### config.mk
export PLATFORM = sky130hd
export DESIGN_NAME = mcc_cmd
export DESIGN_NICKNAME = d
export VERILOG_FILES = /design/src/hdl/mcc_cmd.v
export VERILOG_INCLUDE_DIRS = /design/src /design/src/hdl
export SDC_FILE = /design/constraint.sdc
export NUM_CORES = 1
export LEC_CHECK = 0
export BUFFER_PORTS_ARGS = -buffer_cell sky130_fd_sc_hd__clkbuf_2
export CAP_MARGIN = 10
export CORE_ASPECT_RATIO = 1.25
export CORE_MARGIN = 3
export CORE_UTILIZATION = 40
export CTS_BUF_LIST = sky130_fd_sc_hd__clkbuf_16
export DETAILED_ROUTE_END_ITERATION = 12
export GPL_TIMING_DRIVEN = 0
export PLACE_DENSITY = 0.67
export SYNTH_ARGS = -nofsm -noshare
export SYNTH_HDL_FRONTEND = slang
export SYNTH_SLANG_ARGS = --single-unit
### constraint.sdc
create_clock -name mclk -period 3.3 [get_ports mclk]
set_clock_uncertainty 0.05 [all_clocks]
set_input_delay 0.495 -clock mclk [delete_from_list [all_inputs] [get_ports mclk]]
set_output_delay 0.495 -clock mclk [all_outputs]
set_load 0.005 [all_outputs]
### src/hdl/mcc_defs.vh
// constants for the misc and cold junction compensation command block
`ifndef MCC_DEFS_VH
`define MCC_DEFS_VH
// ----------------------------------------
// protocol bytes
// ----------------------------------------
`define MCC_FN_USER      8'h46
`define MCC_FN_EXCEPT    8'hC6
`define MCC_EXC_CODE     8'h03
`define MCC_SUB_MISC_WR  8'h2A
`define MCC_SUB_OFS_RD   8'h2B
`define MCC_SUB_OFS_WR   8'h2C
`define MCC_SUB_EN_RD    8'h2D
`define MCC_SUB_EN_WR    8'h2E
`define MCC_ADDR_MIN     8'h01
`define MCC_ADDR_MAX     8'hF7
`define MCC_STATUS_OK    8'h00
`define MCC_OFS_MAX      16'h1000
`define MCC_OFS_MIN      16'hF000
`define MCC_RES_FIXED    8'h5F
`define MCC_BIT_FILTER   7
`define MCC_BIT_FAST     5
`define MCC_LEN_MISC_WR  3'h4
`define MCC_LEN_OFS_RD   3'h4
`define MCC_LEN_OFS_WR   3'h6
`define MCC_LEN_EN_RD    3'h4
`define MCC_LEN_EN_WR    3'h5
`define MCC_LEN_EXC      3'h3
// ----------------------------------------
// register map (byte addresses)
// ----------------------------------------
`define MCC_REG_CTRL     4'h0
`define MCC_REG_STATE    4'h4
`define MCC_REG_IRQ_STAT 4'h8
`define MCC_REG_IRQ_MASK 4'hC
`define MCC_CTRL_FILT    8
`define MCC_CTRL_FAST    9
`define MCC_CTRL_TC      10
`define MCC_IRQ_MISC     0
`define MCC_IRQ_OFS      1
`define MCC_IRQ_EN       2
`define MCC_IRQ_EXC      3
// ----------------------------------------
// reset values
// ----------------------------------------
`define MCC_RST_ADDR     8'h01
`define MCC_RST_CTRL_CAP 3'h7
`define MCC_RST_MISC     8'h00
`define MCC_RST_OFS      16'h0000
`define MCC_RST_EN       1'h0
`endif

### src/hdl/mcc_cmd.v
// misc settings and cold junction compensation command interpreter
`include "mcc_defs.vh"

module mcc_cmd
(
  input  wire        mclk,
  input  wire        srst,
  input  wire [7:0]  rx_data,
  input  wire        rx_valid,
  input  wire        rx_end,
  output wire [7:0]  tx_data,
  output wire        tx_valid,
  output wire        tx_last,
  input  wire        tx_ready,
  output reg  [7:0]  misc_settings,
  output wire        filter_50hz,
  output wire        fast_mode,
  output reg  [15:0] cold_junction_comp_offset,
  output reg         cold_junction_comp_enable,
  input  wire [3:0]  wb_adr_i,
  input  wire [31:0] wb_dat_i,
  output reg  [31:0] wb_dat_o,
  input  wire [3:0]  wb_sel_i,
  input  wire        wb_we_i,
  input  wire        wb_cyc_i,
  input  wire        wb_stb_i,
  output reg         wb_ack_o,
  output wire        irq
);

  // ----------------------------------------
  // states
  // ----------------------------------------
  localparam ST_RX   = 3'b001;
  localparam ST_EVAL = 3'b010;
  localparam ST_TX   = 3'b100;

  reg [2:0]  state;
  reg [2:0]  cnt;
  reg [7:0]  b0;
  reg [7:0]  b1;
  reg [7:0]  b2;
  reg [7:0]  b3;
  reg [7:0]  b4;
  reg [7:0]  b5;
  reg [39:0] shift;
  reg [2:0]  left;
  reg [7:0]  own_addr;
  reg        cap_filter;
  reg        cap_fast;
  reg        cap_tc;
  reg [3:0]  irq_stat;
  reg [3:0]  irq_mask;

  // ----------------------------------------
  // request decode
  // ----------------------------------------
  reg        hdr_ok;
  reg        known;
  reg        bad;
  reg [7:0]  res_mask;
  reg [15:0] ofs_in;
  reg        ofs_ok;
  reg [2:0]  rlen;
  reg [39:0] rbuf;
  reg [3:0]  ev;

  always @*
  begin
    ofs_in   = {b4, b5};
    // a signed compare keeps -0x1000 legal and rejects -0x1001
    ofs_ok   = ($signed(ofs_in) <= $signed(`MCC_OFS_MAX)) &&
               ($signed(ofs_in) >= $signed(`MCC_OFS_MIN));
    res_mask = `MCC_RES_FIXED;
    if (!cap_filter)
      res_mask[`MCC_BIT_FILTER] = 1'b1;
    if (!cap_fast)
      res_mask[`MCC_BIT_FAST] = 1'b1;
    hdr_ok = (cnt >= 3'h3) && (b0 == own_addr) && (b1 == `MCC_FN_USER) &&
             (own_addr >= `MCC_ADDR_MIN) && (own_addr <= `MCC_ADDR_MAX);
    known  = 1'b0;
    bad    = 1'b0;
    rlen   = `MCC_LEN_MISC_WR;
    rbuf   = {b0, `MCC_FN_USER, b2, `MCC_STATUS_OK, 8'h00};
    ev     = 4'h0;
    case (b2)
      `MCC_SUB_MISC_WR:
      begin
        known = 1'b1;
        bad   = (cnt != `MCC_LEN_MISC_WR) || ((b3 & res_mask) != 8'h00);
        ev[`MCC_IRQ_MISC] = 1'b1;
      end
      `MCC_SUB_OFS_RD:
      begin
        known = cap_tc;
        bad   = (cnt != `MCC_LEN_OFS_RD) || (b3 != 8'h00);
        rlen  = 3'h5;
        rbuf  = {b0, `MCC_FN_USER, b2, cold_junction_comp_offset[15:8],
                 cold_junction_comp_offset[7:0]};
      end
      `MCC_SUB_OFS_WR:
      begin
        known = cap_tc;
        bad   = (cnt != `MCC_LEN_OFS_WR) || (b3 != 8'h00) || !ofs_ok;
        ev[`MCC_IRQ_OFS] = 1'b1;
      end
      `MCC_SUB_EN_RD:
      begin
        known = cap_tc;
        bad   = (cnt != `MCC_LEN_EN_RD);
        rbuf  = {b0, `MCC_FN_USER, b2, 7'h00, cold_junction_comp_enable, 8'h00};
      end
      `MCC_SUB_EN_WR:
      begin
        known = cap_tc;
        bad   = (cnt != `MCC_LEN_EN_WR) || (b3 != 8'h00) || (b4 > 8'h01);
        ev[`MCC_IRQ_EN] = 1'b1;
      end
      default:
      begin
        known = 1'b0;
      end
    endcase
    if (bad)
    begin
      rlen = `MCC_LEN_EXC;
      rbuf = {b0, `MCC_FN_EXCEPT, `MCC_EXC_CODE, 16'h0000};
      ev   = 4'h0;
      ev[`MCC_IRQ_EXC] = 1'b1;
    end
  end

  wire take = hdr_ok && known;

  // ----------------------------------------
  // frame capture, evaluation and reply
  // ----------------------------------------
  assign tx_valid = (state == ST_TX);
  assign tx_last  = (state == ST_TX) && (left == 3'h1);
  assign tx_data  = shift[39:32];

  always @(posedge mclk)
  begin
    if (srst)
    begin
      state <= ST_RX;
      cnt   <= 3'h0;
      b0    <= 8'h00;
      b1    <= 8'h00;
      b2    <= 8'h00;
      b3    <= 8'h00;
      b4    <= 8'h00;
      b5    <= 8'h00;
      shift <= 40'h0000000000;
      left  <= 3'h0;
      misc_settings             <= `MCC_RST_MISC;
      cold_junction_comp_offset <= `MCC_RST_OFS;
      cold_junction_comp_enable <= `MCC_RST_EN;
    end
    else
    begin
      case (state)
        ST_RX:
        begin
          if (rx_valid)
          begin
            // saturates at 7 so overlong frames still count as wrong length
            if (cnt != 3'h7)
              cnt <= cnt + 3'h1;
            case (cnt)
              3'h0: b0 <= rx_data;
              3'h1: b1 <= rx_data;
              3'h2: b2 <= rx_data;
              3'h3: b3 <= rx_data;
              3'h4: b4 <= rx_data;
              3'h5: b5 <= rx_data;
              default: b5 <= b5;
            endcase
          end
          if (rx_end)
            state <= ST_EVAL;
        end
        ST_EVAL:
        begin
          cnt <= 3'h0;
          if (take)
          begin
            shift <= rbuf;
            left  <= rlen;
            state <= ST_TX;
            if (ev[`MCC_IRQ_MISC])
              misc_settings <= b3;
            if (ev[`MCC_IRQ_OFS])
              cold_junction_comp_offset <= ofs_in;
            if (ev[`MCC_IRQ_EN])
              cold_junction_comp_enable <= b4[0];
          end
          else
            state <= ST_RX;
        end
        ST_TX:
        begin
          // bytes arriving while the reply drains are dropped
          if (tx_ready)
          begin
            shift <= {shift[31:0], 8'h00};
            left  <= left - 3'h1;
            if (left == 3'h1)
              state <= ST_RX;
          end
        end
        default:
        begin
          state <= ST_RX;
        end
      endcase
    end
  end

  // ----------------------------------------
  // settings outputs
  // ----------------------------------------
  // built from next values so the pins move on the same edge as the stored byte
  wire       misc_wr         = (state == ST_EVAL) && take && ev[`MCC_IRQ_MISC];
  wire       caps_wr         = wb_cyc_i && wb_stb_i && !wb_ack_o && wb_we_i &&
                               (wb_adr_i == `MCC_REG_CTRL) && wb_sel_i[1];
  wire [7:0] next_misc       = misc_wr ? b3 : misc_settings;
  wire       next_cap_filter = caps_wr ? wb_dat_i[`MCC_CTRL_FILT] : cap_filter;
  wire       next_cap_fast   = caps_wr ? wb_dat_i[`MCC_CTRL_FAST] : cap_fast;
  reg        notch_50hz;
  reg        fast_conv;

  always @(posedge mclk)
  begin
    if (srst)
    begin
      notch_50hz <= 1'b0;
      fast_conv  <= 1'b0;
    end
    else
    begin
      notch_50hz <= next_cap_filter & next_misc[`MCC_BIT_FILTER];
      fast_conv  <= next_cap_fast & next_misc[`MCC_BIT_FAST];
    end
  end

  assign filter_50hz = notch_50hz;
  assign fast_mode   = fast_conv;

  // ----------------------------------------
  // wishbone slave and interrupts
  // ----------------------------------------
  wire       wb_req = wb_cyc_i && wb_stb_i && !wb_ack_o;
  wire       wb_wr  = wb_req && wb_we_i;
  wire [3:0] ev_set = (state == ST_EVAL && take) ? ev : 4'h0;
  reg  [3:0] next_irq_stat;

  always @*
  begin
    next_irq_stat = irq_stat;
    if (wb_wr && wb_adr_i == `MCC_REG_IRQ_STAT && wb_sel_i[0])
      next_irq_stat = irq_stat & ~wb_dat_i[3:0];
    // a new event beats a clear in the same cycle
    next_irq_stat = next_irq_stat | ev_set;
  end

  assign irq = |(irq_stat & irq_mask);

  always @(posedge mclk)
  begin
    if (srst)
    begin
      wb_ack_o   <= 1'b0;
      wb_dat_o   <= 32'h00000000;
      own_addr   <= `MCC_RST_ADDR;
      cap_filter <= 1'b1;
      cap_fast   <= 1'b1;
      cap_tc     <= 1'b1;
      irq_stat   <= 4'h0;
      irq_mask   <= 4'h0;
    end
    else
    begin
      wb_ack_o <= wb_req;
      irq_stat <= next_irq_stat;
      if (wb_wr && wb_adr_i == `MCC_REG_CTRL)
      begin
        if (wb_sel_i[0])
          own_addr <= wb_dat_i[7:0];
        if (wb_sel_i[1])
        begin
          cap_filter <= wb_dat_i[`MCC_CTRL_FILT];
          cap_fast   <= wb_dat_i[`MCC_CTRL_FAST];
          cap_tc     <= wb_dat_i[`MCC_CTRL_TC];
        end
      end
      if (wb_wr && wb_adr_i == `MCC_REG_IRQ_MASK && wb_sel_i[0])
        irq_mask <= wb_dat_i[3:0];
      if (wb_req && !wb_we_i)
      begin
        case (wb_adr_i)
          `MCC_REG_CTRL:
            wb_dat_o <= {21'h000000, cap_tc, cap_fast, cap_filter, own_addr};
          `MCC_REG_STATE:
            wb_dat_o <= {cold_junction_comp_offset, 7'h00, cold_junction_comp_enable,
                         misc_settings};
          `MCC_REG_IRQ_STAT:
            wb_dat_o <= {28'h0000000, irq_stat};
          `MCC_REG_IRQ_MASK:
            wb_dat_o <= {28'h0000000, irq_mask};
          default:
            wb_dat_o <= 32'h00000000;
        endcase
      end
    end
  end

endmodule // mcc_cmd

==> reports/metrics.yaml <==
status:
  status: "finished clean"
placed_design:
  dpl_cell_area_sq_um: 8230
  gp_congestion: 0.934
  io_buffer_count: 96
  dpl.hpwl_um: 17300
  placed_cells: 1208
sta:
  max_slew_margin_pct: 24.5
  period_share_pct: 90.5
  hold_viol: 0
  grt_setup_unrepaired: "false"
  worstMarginPinSlew_ns: 1.12
  layout_min_cycle_time_ns: 2.99
  slew_violations: 0
  tns_ns: 0
  fmax_mhz: 335
  setup_violations: 0
finish:
  antenna_cells: 0
  area_growth_pct: 17.7
  design_area_sq_um: 8770
  nNetsFinal: 1063
  drive_above_1_share_pct: 15.6
  filler_cell_count: 1836
  fin_cells: 1239
worst_hold_path:
  hold_path_class: "in -> reg"
pwr:
  p_int_mw: 3.23
  pwr-share-seq_pct: 49.8
  p_leak_nw: 3.40
  p_clk_share_pct: 44.7
  sw_frac_of_total_pct: 23.5
  ir_drop_v: 0.000377
  p_sw_uw: 993
  power_frac_comb_pct: 5.4
  total_power_mw: 4.22
  p_per_area_nw_per_um2: 482
global_routing:
  grt_max_degree: 17
  antenna_found_initial: 0
  grt_pass1_wl_um: 36200
  overflow: 0
  grt_pass1_vias: 6678
  grt.total_usage_pct: 22.9
critical_path:
  crit_arrival_ns: 3.27
  critical_path_class: "reg -> reg"
  required_ns: 3.58
  startpoint_type: "register"
  end_kind: "register"
  path_max_fanout: 10
cts:
  post_cts_resize_count: 0
  cts-root-buf: "clkbuf_16"
  cts_tree: "done"
  cts-htree-levels: 4
  clkSinkCount: 171
  clk_latency_ns: 0.43
  numCtsBuffers: 17
  clock_path_buffers: 2
  cts-hold-fix-buffers: 0
  clk_transition_reported_paths_ns: 0.07
  cts_setup_buffers: 0
floorplanning:
  die_h_um: 159
  core_sq_um: 18200
  rows: 55
  initial_core_util_pct: 41.0
  die_area_sq_um: 20300
  die_x_um: 128
  io_pins: 127
routing:
  route.vias.total: 7121
  viasPerCell: 5.75
  antenna_left: 0
  dr.pass1.iters: 5
  wl_per_cell_um: 18.7
  drc: 0
  totalWireLength_um: 23200
  drtIter0Drc: 583
logic_synthesis:
  ys_warn_count: 0
  synth_area_sq_um: 7450
  synth_area_per_cell_sq_um: 8.46
  ys_seq_area_share_pct: 46.0
  synth-async-reset-ratio_pct: 0
  synth-seq-cells: 171
  synthDistinctLibCells: 64
  synth_edf_count: 0
  synth_cells: 880
  synth_flop_cell: "dfxtp_1"
flow_run:
  max_cap_violations: 0
[cell families (layout without fill, tap and decap cells)]
logic type / after synthesis / in the layout / synth area share, %
and+or+nand+nor: 321 / 321 / 21.0
AOI/OAI and AO/OA: 237 / 237 / 20.2
DFF: 171 / 171 / 46.0
buffers and inverters: 111 / 238 / 6.67
muxes: 25 / 25 / 4.03
adders and majority gates: 8 / 8 / 1.34
xor gates and xnor gates: 6 / 6 / 0.706
other: 1 / 5 / 0.0503
[Yosys cell counts (all sizes together) (3+ instances only)]
master | instances | area, sq um
mux4 | 4 | 90.1
nor4 | 9 | 71.3
ha | 8 | 100
a22oi | 31 | 233
o32ai | 13 | 114
o31ai | 11 | 82.6
nand3 | 47 | 235
nand2 | 109 | 409
a31oi | 3 | 18.8
a311oi | 10 | 93.8
o211ai | 3 | 22.5
nand3b | 4 | 30.0
nor3 | 28 | 140
and4b | 3 | 30.0
o21ai | 40 | 200
or2 | 3 | 18.8
a211oi | 4 | 30.0
xor2 | 6 | 52.6
and2 | 8 | 50.1
nor2 | 60 | 225
nand4 | 24 | 156
o221ai | 4 | 35.0
and3 | 7 | 43.8
inv | 28 | 105
buf | 27 | 181
and4 | 3 | 26.3
dfxtp | 171 | 3420
a2bb2oi | 5 | 43.8
mux2i | 21 | 210
a21oi | 97 | 485
clkbuf | 54 | 203
[path summary, 6_finish.rpt]
kind | startpoint | end | slack, ns | cells after the start
setup reg to reg | cnt[2] | shift[0] | 0.31 | 12
hold / removal | wb_dat_i[6] | own_addr[6] | 0.25 | 3
hold reg to reg | b2[4] | b2[4] | 0.41 | 2
setup / recovery | cnt[2] | shift[0] | 0.31 | 12
[flip-flops by register name (all words and copies together), names as in the netlist, 4 cells and up]
signal,cells
b3,8
cold_junction_comp_offset,16
b1,8
b4,8
wb_dat_o,27
b5,8
own_addr,8
irq_mask,4
b2,8
misc_settings,8
b0,8
irq_stat,4
shift,40
[metal layers]
| layer | GRT usage, % | share of wire (%) |
|---|---|---|
| met1 | 28.1 | 41 |
| met2 | 38.8 | 50 |
| met3 | 4.60 | 6.0 |
| met4 | 10.2 | 3.7 |
| met5 | 0 | 0 |
[power by group through the flow]
stage	combinational (mW)	clock (mW)	sequential, mW
floorplan	0.135	0	2.14
global placement	0.225	0	2.15
detailed placement	0.226	0	2.15
CTS	0.227	1.90	2.10
global route	0.252	1.98	2.11
finish	0.230	1.89	2.10
[critical path, cell delays in order, from the launching register on]
cell and delay [ns]:
dfxtp_1 0.33, clkbuf_1 0.34, inv_1 0.10, ha_1 0.21, a211oi_1 0.35, nor2_1 0.11
and4_1 0.22, and3b_1 0.19, buf_4 0.18, or2_1 0.22, buf_2 0.15, buf_4 0.18
o32ai_1 0.26
[layout make-up]
class / instances / area [sq um] / share of cell area (%)
Clock inverter: 14 / 114 / 1.30
Timing Repair Buffer: 96 / 480 / 5.48
Multi-Input combinational cell: 602 / 3540 / 40.4
Buffer: 81 / 385 / 4.39
Sequential cell: 171 / 3420 / 39.0
Clock buffer: 17 / 425 / 4.85
Inverter: 30 / 113 / 1.28
Tap cell: 228 / 285 / 3.25
[cells in the final DEF, fill, tap and decap left out, types with 9 or more instances in the layout]
cell and instances:
a21oi_1 97, a22oi_1 31, a311oi_1 9, buf_4 19
clkbuf_1 53, clkbuf_16 17, clkbuf_2 97, dfxtp_1 171
inv_1 30, mux2i_1 21, nand2_1 109, nand3_1 47
nand4_1 23, nor2_1 60, nor3_1 28, o21ai_0 22
o21ai_1 18, o31ai_1 11, o32ai_1 13
[metrics by stage]
stage | setup slack, ns | hold WS (ns) | utilization (%)
5_1_grt | 0.158 | 0.255 | 48.3
4_1_cts | 0.262 | 0.240 | 48.3
3_3_place_gp | 0.381 | 0.392 | 45.3
2_1_floorplan | 0.898 | 0.382 | -
3_5_place_dp | 0.365 | 0.400 | 45.3
6_report | 0.313 | 0.250 | 48.3
No activity file was read; power rests on OpenSTA's default activity.
